**src/include/rpg_pkg.sv**
```systemverilog
// Purpose: constants and types for the per-port gpio slot and channel mapping bank
// Assumes: 8-bit register port fed by the device's serial control engine
// Notes: four receive ports, each with its own live copy; the port-select register picks the one the host reaches
package rpg_pkg;
	localparam int NUM_PORTS = 4;
	localparam int NUM_SLOTS = 4;
	localparam int NUM_PINS = 8;
	localparam int FIFO_DEPTH = 16;
	localparam logic [7:0] PORT_SEL_OFS = 8'h4c;
	localparam logic [7:0] SLOT_LO_OFS = 8'h6e;
	localparam logic [7:0] SLOT_HI_OFS = 8'h6f;
	localparam logic [7:0] RAW10_OFS = 8'h70;
	localparam logic [7:0] RAW12_OFS = 8'h71;
	localparam logic [7:0] VC_MAP_OFS = 8'h72;
	localparam logic [7:0] LINE_HI_OFS = 8'h73;
	localparam logic [7:0] LINE_LO_OFS = 8'h74;
	localparam logic [7:0] SLOT_RST = 8'h88;
	localparam logic [5:0] RAW10_TYPE_RST = 6'h2b;
	localparam logic [5:0] RAW12_TYPE_RST = 6'h2c;
	localparam logic [7:0] VC_MAP_RST = 8'he4;
	localparam logic [7:0] LINE_RST = 8'h00;
	localparam logic [1:0] PORT_SEL_RST = 2'h0;
	localparam int TAG_LSB = 6;
	localparam int TYPE_LSB = 0;
	localparam int SLOT_W = 4;
	localparam logic [3:0] SEL_ZERO = 4'h8;
	localparam logic [3:0] SEL_ONE = 4'h9;
	localparam logic [3:0] SEL_SYNC = 4'ha;

	typedef enum logic [1:0] {
		FMT_CSI2 = 2'h0,
		FMT_RAW12_LF = 2'h1,
		FMT_RAW12_HF = 2'h2,
		FMT_RAW10 = 2'h3
	} rpg_fmt_e;

	typedef struct packed {
		logic [1:0] port;
		logic [1:0] vc;
		logic [5:0] dt;
	} rpg_pkt_s;

	typedef struct packed {
		logic [7:0] addr;
		logic [7:0] wdata;
		logic wr;
		logic rd;
	} rpg_req_s;
endpackage : rpg_pkg

```
**src/core/rpg_port_bank.sv**
```systemverilog
// Purpose: per-port back-channel slot sources, stream tagging and line totals
// Assumes: register strobes, stream and frame events are on mclk_i; gpio pins are not
// Notes: outputs are registered; the fifo keeps a registered output stage
`timescale 1ns/1ps

module rpg_fifo
	import rpg_pkg::*;
#(
	parameter int WIDTH = 10,
	parameter int DEPTH = 16
) (
	input wire logic mclk_i, // clock
	input wire logic srst_i, // sync reset
	input wire logic ce_i, // clock enable
	input wire logic in_valid_i, // write offered
	input wire logic [WIDTH-1:0] in_data_i, // write data
	output logic in_ready_o, // room left
	output logic out_valid_o, // output word held
	output logic [WIDTH-1:0] out_data_o, // output word
	input wire logic out_ready_i // consumer takes word
);
	localparam int AW = $clog2(DEPTH);
	logic [WIDTH-1:0] mem [DEPTH];
	logic [AW-1:0] wr_ptr;
	logic [AW-1:0] rd_ptr;
	logic [AW:0] count;
	logic push;
	logic pop;
	logic [AW:0] next_count;

	assign push = in_valid_i && in_ready_o;
	assign pop = (count != '0) && (!out_valid_o || out_ready_i);
	assign next_count = count + (AW+1)'(push) - (AW+1)'(pop);

	always_ff @(posedge mclk_i) begin
		if (srst_i) begin
			wr_ptr <= '0;
			rd_ptr <= '0;
			count <= '0;
			in_ready_o <= 1'b1;
		end else if (ce_i) begin
			if (push) begin
				wr_ptr <= wr_ptr + 1'b1;
			end
			if (pop) begin
				rd_ptr <= rd_ptr + 1'b1;
			end
			count <= next_count;
			// ready is a flop, so the source sees full until one cycle after the pop that makes room
			in_ready_o <= next_count < (AW+1)'(DEPTH);
		end
	end

	always_ff @(posedge mclk_i) begin
		if (ce_i && push) begin
			mem[wr_ptr] <= in_data_i;
		end
	end

	always_ff @(posedge mclk_i) begin
		if (srst_i) begin
			out_valid_o <= 1'b0;
			out_data_o <= '0;
		end else if (ce_i) begin
			if (pop) begin
				out_valid_o <= 1'b1;
				out_data_o <= mem[rd_ptr];
			end else if (out_ready_i) begin
				out_valid_o <= 1'b0;
			end
		end
	end
endmodule : rpg_fifo

// How it works
// - slot code 0xxx forwards local gpio pin numbered by the three low bits
// - code 1000 sends zero, 1001 sends one; every slot resets to constant zero
// - code 1010 sends the frame sync pulse; 1011 to 1111 are reserved
// - low register holds slots 1 and 0, high register slots 3 and 2
// - every port owns its copy; port-select register picks which one host reaches
// - raw10 input tags packets with channel bits 7:6, default the port number
// - raw10 input uses data type bits 5:0, reset value 0x2b
// - raw12 input tags packets with channel bits 7:6, default the port number
// - raw12 input uses data type bits 5:0, reset value 0x2c
// - raw10 identity matters only in raw10 input mode
// - raw12 identity matters only in either raw12 input mode
// - csi-2 channel v becomes map bits 2v+1:2v; reset 0xe4 is identity
// - channel map acts only in csi-2 input mode
// - upper byte of last completed frame's line total reads at 0x73
// - with change interrupt enabled, the total freezes until the host reads it
// - reading the upper byte latches the lower byte for a consistent pair
// - input format 00 csi-2, 01 raw12 low, 10 raw12 high, 11 raw10
module rpg_port_bank
	import rpg_pkg::*;
(
	input wire logic mclk_i, // 50 MHz clock
	input wire logic srst_i, // sync reset, active high
	input wire logic ce_i, // clock enable, low freezes all state
	input wire rpg_req_s req_i, // register strobes from the control engine
	output logic [7:0] rdata_o, // read data
	output logic rvalid_o, // read data valid pulse
	input wire logic [NUM_PINS-1:0] gpio_pin_i, // local gpio pins, asynchronous
	input wire logic camera_sync_pulse_i, // internal frame sync
	input wire logic [NUM_PORTS-1:0][1:0] link_input_format_i, // per-port input format
	input wire logic [NUM_PORTS-1:0] line_total_change_irq_enable_i, // per-port freeze enable
	input wire logic [NUM_PORTS-1:0] line_strobe_i, // per-port line end
	input wire logic [NUM_PORTS-1:0] frame_end_i, // per-port frame end
	output logic [NUM_PORTS-1:0][NUM_SLOTS-1:0] bc_slot_o, // back-channel slot values
	input wire logic in_valid_i, // incoming packet header
	input wire rpg_pkt_s in_pkt_i, // incoming port, channel, type
	output logic in_ready_o, // header accepted
	output logic out_valid_o, // mapped header valid
	output rpg_pkt_s out_pkt_o, // mapped header
	input wire logic out_ready_i // downstream takes header
);
	logic [1:0] port_sel;
	logic [7:0] slot_lo [NUM_PORTS];
	logic [7:0] slot_hi [NUM_PORTS];
	logic [7:0] raw_ten_bit_stream_identity [NUM_PORTS];
	logic [7:0] raw_twelve_bit_stream_identity [NUM_PORTS];
	logic [7:0] vc_map [NUM_PORTS];
	logic [15:0] line_live [NUM_PORTS];
	logic [15:0] line_total [NUM_PORTS];
	logic [7:0] lo_latch [NUM_PORTS];
	logic [NUM_PORTS-1:0] frozen;
	logic [NUM_PINS-1:0] pin_meta;
	logic [NUM_PINS-1:0] pin_sync;
	logic hi_read;
	logic push_raw10;
	rpg_pkt_s mapped;

	function automatic logic [3:0] slot_code(input logic [7:0] lo, input logic [7:0] hi,
			input int s);
		logic [15:0] both;
		both = {hi, lo};
		return both[s*SLOT_W +: SLOT_W];
	endfunction : slot_code

	function automatic logic slot_value(input logic [3:0] code, input logic [NUM_PINS-1:0] pins,
			input logic sync);
		logic v;
		v = 1'b0;
		if (!code[3]) begin
			v = pins[code[2:0]];
		end else if (code == SEL_ONE) begin
			v = 1'b1;
		end else if (code == SEL_SYNC) begin
			v = sync;
		end
		// SEL_ZERO and the reserved codes fall through to zero
		return v;
	endfunction : slot_value

	function automatic rpg_pkt_s map_pkt(input rpg_pkt_s p, input logic [1:0] fmt,
			input logic [7:0] r10, input logic [7:0] r12, input logic [7:0] vmap);
		rpg_pkt_s m;
		m = p;
		unique case (rpg_fmt_e'(fmt))
			FMT_CSI2: m.vc = vmap[2*p.vc +: 2];
			FMT_RAW12_LF, FMT_RAW12_HF: begin
				m.vc = r12[TAG_LSB +: 2];
				m.dt = r12[TYPE_LSB +: 6];
			end
			FMT_RAW10: begin
				m.vc = r10[TAG_LSB +: 2];
				m.dt = r10[TYPE_LSB +: 6];
			end
		endcase
		return m;
	endfunction : map_pkt

	assign hi_read = req_i.rd && req_i.addr == LINE_HI_OFS;
	assign push_raw10 = in_valid_i && link_input_format_i[in_pkt_i.port] == 2'h3;
	assign mapped = map_pkt(in_pkt_i, link_input_format_i[in_pkt_i.port],
		raw_ten_bit_stream_identity[in_pkt_i.port], raw_twelve_bit_stream_identity[in_pkt_i.port], vc_map[in_pkt_i.port]);

	// pins come from outside the clock domain
	always_ff @(posedge mclk_i) begin
		if (srst_i) begin
			pin_meta <= '0;
			pin_sync <= '0;
		end else if (ce_i) begin
			pin_meta <= gpio_pin_i;
			pin_sync <= pin_meta;
		end
	end

	always_ff @(posedge mclk_i) begin
		if (srst_i) begin
			port_sel <= PORT_SEL_RST;
		end else if (ce_i && req_i.wr && req_i.addr == PORT_SEL_OFS) begin
			port_sel <= req_i.wdata[1:0];
		end
	end

	always_ff @(posedge mclk_i) begin
		if (srst_i) begin
			for (int p = 0; p < NUM_PORTS; p++) begin
				slot_lo[p] <= SLOT_RST;
				slot_hi[p] <= SLOT_RST;
				raw_ten_bit_stream_identity[p] <= {2'(p), RAW10_TYPE_RST};
				raw_twelve_bit_stream_identity[p] <= {2'(p), RAW12_TYPE_RST};
				vc_map[p] <= VC_MAP_RST;
			end
		end else if (ce_i && req_i.wr) begin
			// only the selected port's copy is reachable
			unique case (req_i.addr)
				SLOT_LO_OFS: slot_lo[port_sel] <= req_i.wdata;
				SLOT_HI_OFS: slot_hi[port_sel] <= req_i.wdata;
				RAW10_OFS: raw_ten_bit_stream_identity[port_sel] <= req_i.wdata;
				RAW12_OFS: raw_twelve_bit_stream_identity[port_sel] <= req_i.wdata;
				VC_MAP_OFS: vc_map[port_sel] <= req_i.wdata;
				default: ;
			endcase
		end
	end

	always_ff @(posedge mclk_i) begin
		if (srst_i) begin
			bc_slot_o <= '0;
		end else if (ce_i) begin
			for (int p = 0; p < NUM_PORTS; p++) begin
				for (int s = 0; s < NUM_SLOTS; s++) begin
					bc_slot_o[p][s] <= slot_value(slot_code(slot_lo[p], slot_hi[p], s),
						pin_sync, camera_sync_pulse_i);
				end
			end
		end
	end

	// the host read clears freeze in the same cycle, so a frame ending then still lands
	always_ff @(posedge mclk_i) begin
		if (srst_i) begin
			frozen <= '0;
			for (int p = 0; p < NUM_PORTS; p++) begin
				line_live[p] <= '0;
				line_total[p] <= '0;
				lo_latch[p] <= LINE_RST;
			end
		end else if (ce_i) begin
			for (int p = 0; p < NUM_PORTS; p++) begin
				if (frame_end_i[p]) begin
					line_live[p] <= '0;
				end else if (line_strobe_i[p]) begin
					line_live[p] <= line_live[p] + 16'h0001;
				end
				if (frame_end_i[p] && (!frozen[p] || (hi_read && port_sel == 2'(p)))) begin
					line_total[p] <= line_live[p];
				end
				if (frame_end_i[p] && line_total_change_irq_enable_i[p]
						&& (!frozen[p] || (hi_read && port_sel == 2'(p)))) begin
					frozen[p] <= 1'b1;
				end else if (hi_read && port_sel == 2'(p)) begin
					frozen[p] <= 1'b0;
				end
				if (hi_read && port_sel == 2'(p)) begin
					lo_latch[p] <= line_total[p][7:0];
				end
			end
		end
	end

	always_ff @(posedge mclk_i) begin
		if (srst_i) begin
			rdata_o <= '0;
			rvalid_o <= 1'b0;
		end else if (ce_i) begin
			rvalid_o <= req_i.rd;
			if (req_i.rd) begin
				unique case (req_i.addr)
					PORT_SEL_OFS: rdata_o <= {6'h00, port_sel};
					SLOT_LO_OFS: rdata_o <= slot_lo[port_sel];
					SLOT_HI_OFS: rdata_o <= slot_hi[port_sel];
					RAW10_OFS: rdata_o <= raw_ten_bit_stream_identity[port_sel];
					RAW12_OFS: rdata_o <= raw_twelve_bit_stream_identity[port_sel];
					VC_MAP_OFS: rdata_o <= vc_map[port_sel];
					LINE_HI_OFS: rdata_o <= line_total[port_sel][15:8];
					LINE_LO_OFS: rdata_o <= lo_latch[port_sel];
					default: rdata_o <= 8'h00;
				endcase
			end
		end
	end

	rpg_fifo #(
		.WIDTH($bits(rpg_pkt_s)),
		.DEPTH(FIFO_DEPTH)
	) u_fifo (
		.mclk_i(mclk_i),
		.srst_i(srst_i),
		.ce_i(ce_i),
		.in_valid_i(in_valid_i),
		.in_data_i(mapped),
		.in_ready_o(in_ready_o),
		.out_valid_o(out_valid_o),
		.out_data_o(out_pkt_o),
		.out_ready_i(out_ready_i)
	);
endmodule : rpg_port_bank

```
**config.mk**
```make
export PLATFORM = sky130hd
export DESIGN_NAME = rpg_port_bank
export DESIGN_NICKNAME = d
export VERILOG_FILES = /design/src/include/rpg_pkg.sv /design/src/core/rpg_port_bank.sv
export SDC_FILE = /design/constraint.sdc
export NUM_CORES = 1
export LEC_CHECK = 0
export BUFFER_PORTS_ARGS = -buffer_cell sky130_fd_sc_hd__buf_2
export CAP_MARGIN = 20
export CORE_MARGIN = 3
export CORE_UTILIZATION = 50
export CTS_CLUSTER_DIAMETER = 50
export DETAILED_ROUTE_END_ITERATION = 8
export PLACE_DENSITY = 0.65
export SLEW_MARGIN = 5
export SYNTH_ARGS = -nofsm -noshare
export SYNTH_HDL_FRONTEND = slang
export SYNTH_SLANG_ARGS = --single-unit
```
**constraint.sdc**
```tcl
create_clock -name mclk_i -period 3.6 [get_ports mclk_i]
set_clock_uncertainty 0.2 [all_clocks]
set_input_delay 0.18 -clock mclk_i [delete_from_list [all_inputs] [get_ports mclk_i]]
set_output_delay 0.18 -clock mclk_i [all_outputs]
set_load 0.01 [all_outputs]
```
* Word level (Yosys, flattened, before mapping) *
Memories as Yosys holds them, arrays and structs flattened. A register that Yosys moved wholly into a read port is not among the register bits.
Index checks and enable logic that the tools add are counted.

operators by class
  bitwise operators = 16
  eq/ne operators = 46
  add/sub/neg operators = 8
  magnitude comparators = 18
  muxes and demuxes = 232
  shifts and indexed selects = 1
  reductions and logical operators = 54

operators with widths
  kind                                                                          count
  16-bit 2-to-1 mux                                                             12
  1-bit 2-to-1 mux                                                              171
  4-bit == test, second input constant                                          32
  8-bit 2-to-1 mux                                                              9
  16-bit by 1-bit adder with 16-bit output, second input constant               4
  8-bit by 7-bit == test with 1-bit output, second input constant               8
  3-bit by 4-bit less-than comparator with 1-bit output, second input constant  16
  8-bit one-hot mux with 8 select lines                                         1
  1-bit binary-select mux with 3-bit select                                     16
  2-bit 2-to-1 mux                                                              20
  8-bit OR reduction                                                            5
  1-bit logical AND                                                             22
  1-bit OR                                                                      16
  2-bit AND reduction                                                           8
  6-bit one-hot mux with 2 select lines                                         1
  2-bit nonzero test                                                            5
  4-bit by 1-bit adder with 4-bit output, second input constant                 2
  2-bit == test, second input constant                                          4
  8-bit by 4-bit variable part select with 2-bit output                         1
  2-bit one-hot mux with 3 select lines                                         1
  5-bit by 1-bit adder with 5-bit output                                        1
  1-bit logical NOT                                                             5
  1-bit logical OR                                                              5
  5-bit less-than comparator, second input constant                             1
  other kinds (7)                                                               9

storage, ports and cells
  output and inout bits = 37
  bits in writable memories = 480
  memories kept = 9
  flip-flop bits (word level) = 62

memory list
  name                            words  width  read ports  clocked after memory_dff  wr ports  RTL line              source
  u_fifo.mem                      16     10     1           1                         1         rpg_port_bank.sv:23   logic [WIDTH-1:0] mem [DEPTH];
  line_live                       4      16     4           0                         4         rpg_port_bank.sv:122  logic [15:0] line_live [NUM_PORTS];
  line_total                      4      16     5           1                         4         rpg_port_bank.sv:123  logic [15:0] line_total [NUM_PORTS];
  lo_latch                        4      8      1           1                         4         rpg_port_bank.sv:124  logic [7:0] lo_latch [NUM_PORTS];
  raw_ten_bit_stream_identity     4      8      2           1                         4         rpg_port_bank.sv:119  logic [7:0] raw_ten_bit_stream_identity [NUM_PORTS];
  raw_twelve_bit_stream_identity  4      8      2           1                         4         rpg_port_bank.sv:120  logic [7:0] raw_twelve_bit_stream_identity [NUM_PORTS];
  +3 memories                     --     --     --          --                        --        --

* Longest topological paths before layout *
  word-level depth = 10
  mapped depth = 14
  depth with buffers taken out = 14

* Cells and area by module *
From an unflattened synthesis, not the netlist that was laid out.

unflattened totals
  cell total of the unflattened synthesis = 1856
  area total of the unflattened synthesis = 26490.4 sq um

by module, submodules not included
  module         seq. area each (sq um)  area an instance (sq um)  cells an instance  times used
  rpg_port_bank  10590.2                 19140.9                   1467               1
  rpg_fifo       5305.1                  7349.5                    389                1

* Worst setup path after synthesis *
OpenSTA, ideal clock, no wires.

  path type = input port to flip-flop
  start point = input port in_pkt_i[8] (netlist name)
  end point = memory u_fifo.mem[0][0], data pin
  arrival time = 2657 ps
  stages on the path = 9
  required time = 3070 ps
  library setup time = 330 ps
  setup slack = 413 ps
  cell sequence = buf_4 buf_2 buf_2 mux4_2 inv_1 ha_1 clkbuf_2 a22oi_1 o21ai_0

RTL lines
  item                RTL line              source
  start: declaration  rpg_port_bank.sv:110  input wire rpg_pkt_s in_pkt_i,
  end: declaration    rpg_port_bank.sv:23

==> results_dict.tcl <==
set metrics [dict create \
    grt_max_degree 52 \
    setup_violations 0 \
    pwr-share-seq_pct 48.6 \
    core_um2 50800 \
    synth_top_cell_by_area "edfxtp_1" \
    fin_nets 2098 \
    io_pins 99 \
    ir_worst_vdd_mv 0.458 \
    postSynthAreaPerCell_um2 14.1 \
    drt_iter0_markers 1495 \
    power-per-cell-area_nw_per_um2 522 \
    synth_top_area_share_pct 55.5 \
    holdCritPathClass "input port to register" \
    path_class "input port to register" \
    end_kind "register" \
    die_h_um 234 \
    htree_num_levels 2 \
    vias 16600 \
    p_sw_uw 3850 \
    place_area_um2 27400 \
    nFillCells 3982 \
    yosys.area_share.simple_pct 14.1 \
    synth_fa_ha_area_share_pct 0.896 \
    swShare_pct 24.7 \
    min_period_ps 3330 \
    stdcell_area_um2 29900 \
    status "finished, final reports clean" \
    max_freq_mhz 300 \
    antennaDiodeCount 0 \
    dp.cells 2573 \
    fp.dieW_um 234 \
    crit_top_cell "dlygate4sd3_1" \
    stdcell_count 2740 \
    multiInputGateArea_um2 9480 \
    clk_root_buffer_cell "clkbuf_16" \
    synth_top_family_by_area "multiplexers" \
    finalSetupTns_ps 0 \
    register_area_um2 15900 \
    ys_seq_area_share_pct 61.2 \
    hold_slack_ps 33.5 \
    p_comb_share_pct 12.7 \
    pre_cts_ws_ps 517 \
    arrival_ps 3630 \
    rrSetupSlack_ps 470 \
    synthMuxAreaShare_pct 14.8 \
    ant_nets 0 \
    p_leak_uw 0.0103 \
    synthXorXnorAreaFrac_pct 2.02 \
    antenna_found_initial 0 \
    wl_per_cell_um 23.8 \
    netlist_area_um2 26000 \
    synth_compound_area_share_pct 4.61 \
    pwr-share-clk_pct 38.7 \
    cts_buffers 61 \
    ys_ff_latch 554 \
    final_common_cell "edfxtp_1" \
    syn-instance-count 1847 \
    synth-edff-count 480 \
    std_cell_rows 82 \
    drt_first_pass_iters 5 \
    grt_pass1_vias 16500 \
    netlist_top_cells_area "edfxtp_1, mux4_2, dfxtp_1" \
    area_growth_pct 14.9 \
    cts_num_sinks 554 \
    setup_ws_ps 271 \
    vias_per_cell 6.04 \
    routed_wl_um 65200 \
    ys_warn_count 0 \
    design.die.area_um2 54700 \
    gp_congestion 0.926 \
    crit_fanout 24 \
    required_ps 3900 \
    yosysUniqueCellTypes 62 \
    min_period_over_period_pct 92.5 \
    crit_path_max_incr_delay_ps 600 \
    synth-main-ff-cell "edfxtp_1" \
    drc 0 \
    port_buffers 98 \
    path_cells "dlygate4sd3_1, buf_2, nor2_4, nand2_1, nor4b_2, nand3_1, mux2i_1, dlygate4sd3_1, nor2_1, dlygate4sd3_1" \
    clockBufferDepth 3 \
    synth_fp_nets 1927 \
    layout-drive-gt1-share_pct 22.1 \
    rsz0062_at_grt "no" \
    max_cap_violations 0 \
    post_cts_buffers 0 \
    final-hold-violation-count 0 \
    startpoint_type "input port" \
    worst_path_max_delay_cell "dlygate4sd3_1" \
    clock_latency_ps 630 \
    crit_family "buffers and inverters" \
    crit_buf_inv 4 \
    overflow 0 \
    tightest_slew_ps 1040 \
    grt_usage_pct 24.2 \
    start_util_pct 51.2 \
    layout_common_cells "edfxtp_1, nor2_1, mux4_2" \
    slew_headroom_pct 30.6 \
    grt_pass1_wl_um 99800 \
    cts_tree "built" \
    synthArstFlopShare_pct 0 \
    cts.clk_slew.worst_paths_ps 60 \
    final_max_slew_viol_count 0 \
    place_hpwl_um 43500 \
    p_int_uw 11700 \
]
-- registers in the layout, summed over array words and instances, names as in the netlist, 5 cells and up, named ones only --
signal                          flops
pin_sync                            8
raw_twelve_bit_stream_identity     32
raw_ten_bit_stream_identity        32
pin_meta                            8
u_fifo.out_data_o                  10
slot_hi                            32
rdata_o                             8
line_live                          64
bc_slot_o                          16
slot_lo                            32
u_fifo.mem                        160
lo_latch                           32
vc_map                             32
u_fifo.count                        5
line_total                         64
-- final timing paths --
| kind | end | cells after the start | startpoint |
|---|---|---|---|
| hold reg to reg | rvalid_o | 2 | rvalid_o |
| hold / removal | bc_slot_o[3] | 4 | camera_sync_pulse_i |
| setup / recovery | register | 10 | req_i[10] |
| setup reg to reg | rdata_o[4] | 7 | register |
-- area by class of cell --
class / count / area share [%]
Inverter: 26 / 0.327
Sequential cell: 554 / 53.2
Timing Repair Buffer: 225 / 5.39
Tap cell: 672 / 2.82
Clock buffer: 87 / 5.64
Multi-Input combinational cell: 1150 / 31.7
Clock inverter: 26 / 0.842
-- worst register-to-register path, delay by kind of cell (launching register included) --
family | cells | cell delay (ps)
AO/OA/AOI/OAI | 2 | 270
buffers and inverters | 2 | 930
flip-flops | 1 | 750
multiplexers | 1 | 590
AND/OR/NAND/NOR | 2 | 280
-- cell usage after synthesis (all sizes together), types with 2 or more instances --
master,n
a211oi,10
a21o,3
a21oi,52
a221o,4
a221oi,6
a22oi,36
a311o,8
a311oi,8
a32oi,5
and2,122
and3,44
and4,4
and4b,2
buf,36
clkbuf,81
clkinv,5
dfxtp,74
edfxtp,480
ha,17
inv,21
mux2,2
mux2i,32
mux4,156
nand2,101
nand2b,43
nand3,43
nand3b,29
nand4,13
nor2,203
nor2b,9
nor3,26
nor4,10
o21ai,40
o31ai,2
or2,23
or3,26
xnor2,19
xor2,41
-- metrics by stage --
stage          power [uW]  utilization, %
6_report            15600            58.8
3_5_place_dp         9650            53.9
3_3_place_gp         9590            53.9
4_1_cts             15700            58.8
2_1_floorplan        9000               -
5_1_grt             16200            58.8
-- logic make-up after synthesis --
family	after synthesis
and+or+nand+nor	702
DFF	554
muxes	190
AOI/OAI and AO/OA	180
buffers and inverters	143
xor gates and xnor gates	60
adders and majority gates	18
-- repair_timing --
action,4_1_cts,5_1_grt
hold buffers,54,0
resized for setup,0,2
endpoints found under the hold margin,243,0
endpoints found under the setup margin,0,2
-- layer usage --
| metal | vias to the layer above | routed length, um | global-route usage, % |
|---|---|---|---|
| met1 | 8345 | 27400 | 34.0 |
| met3 | 133 | 5170 | 4.59 |
| met2 | 706 | 30700 | 38.6 |
| li1 | 7375 | - | - |
| met5 | - | 0 | 0 |
| met4 | 0 | 1870 | 7.80 |
-- power by group through the flow --
stage	registers (uW)	logic (uW)	clock network [uW]
6_report	7570	1980	6030
5_1_grt	7600	2160	6410
2_1_floorplan	7620	1370	0
4_1_cts	7570	1990	6150
3_3_place_gp	7690	1910	0
3_5_place_dp	7700	1940	0
Power figures use the tool's default switching activity.
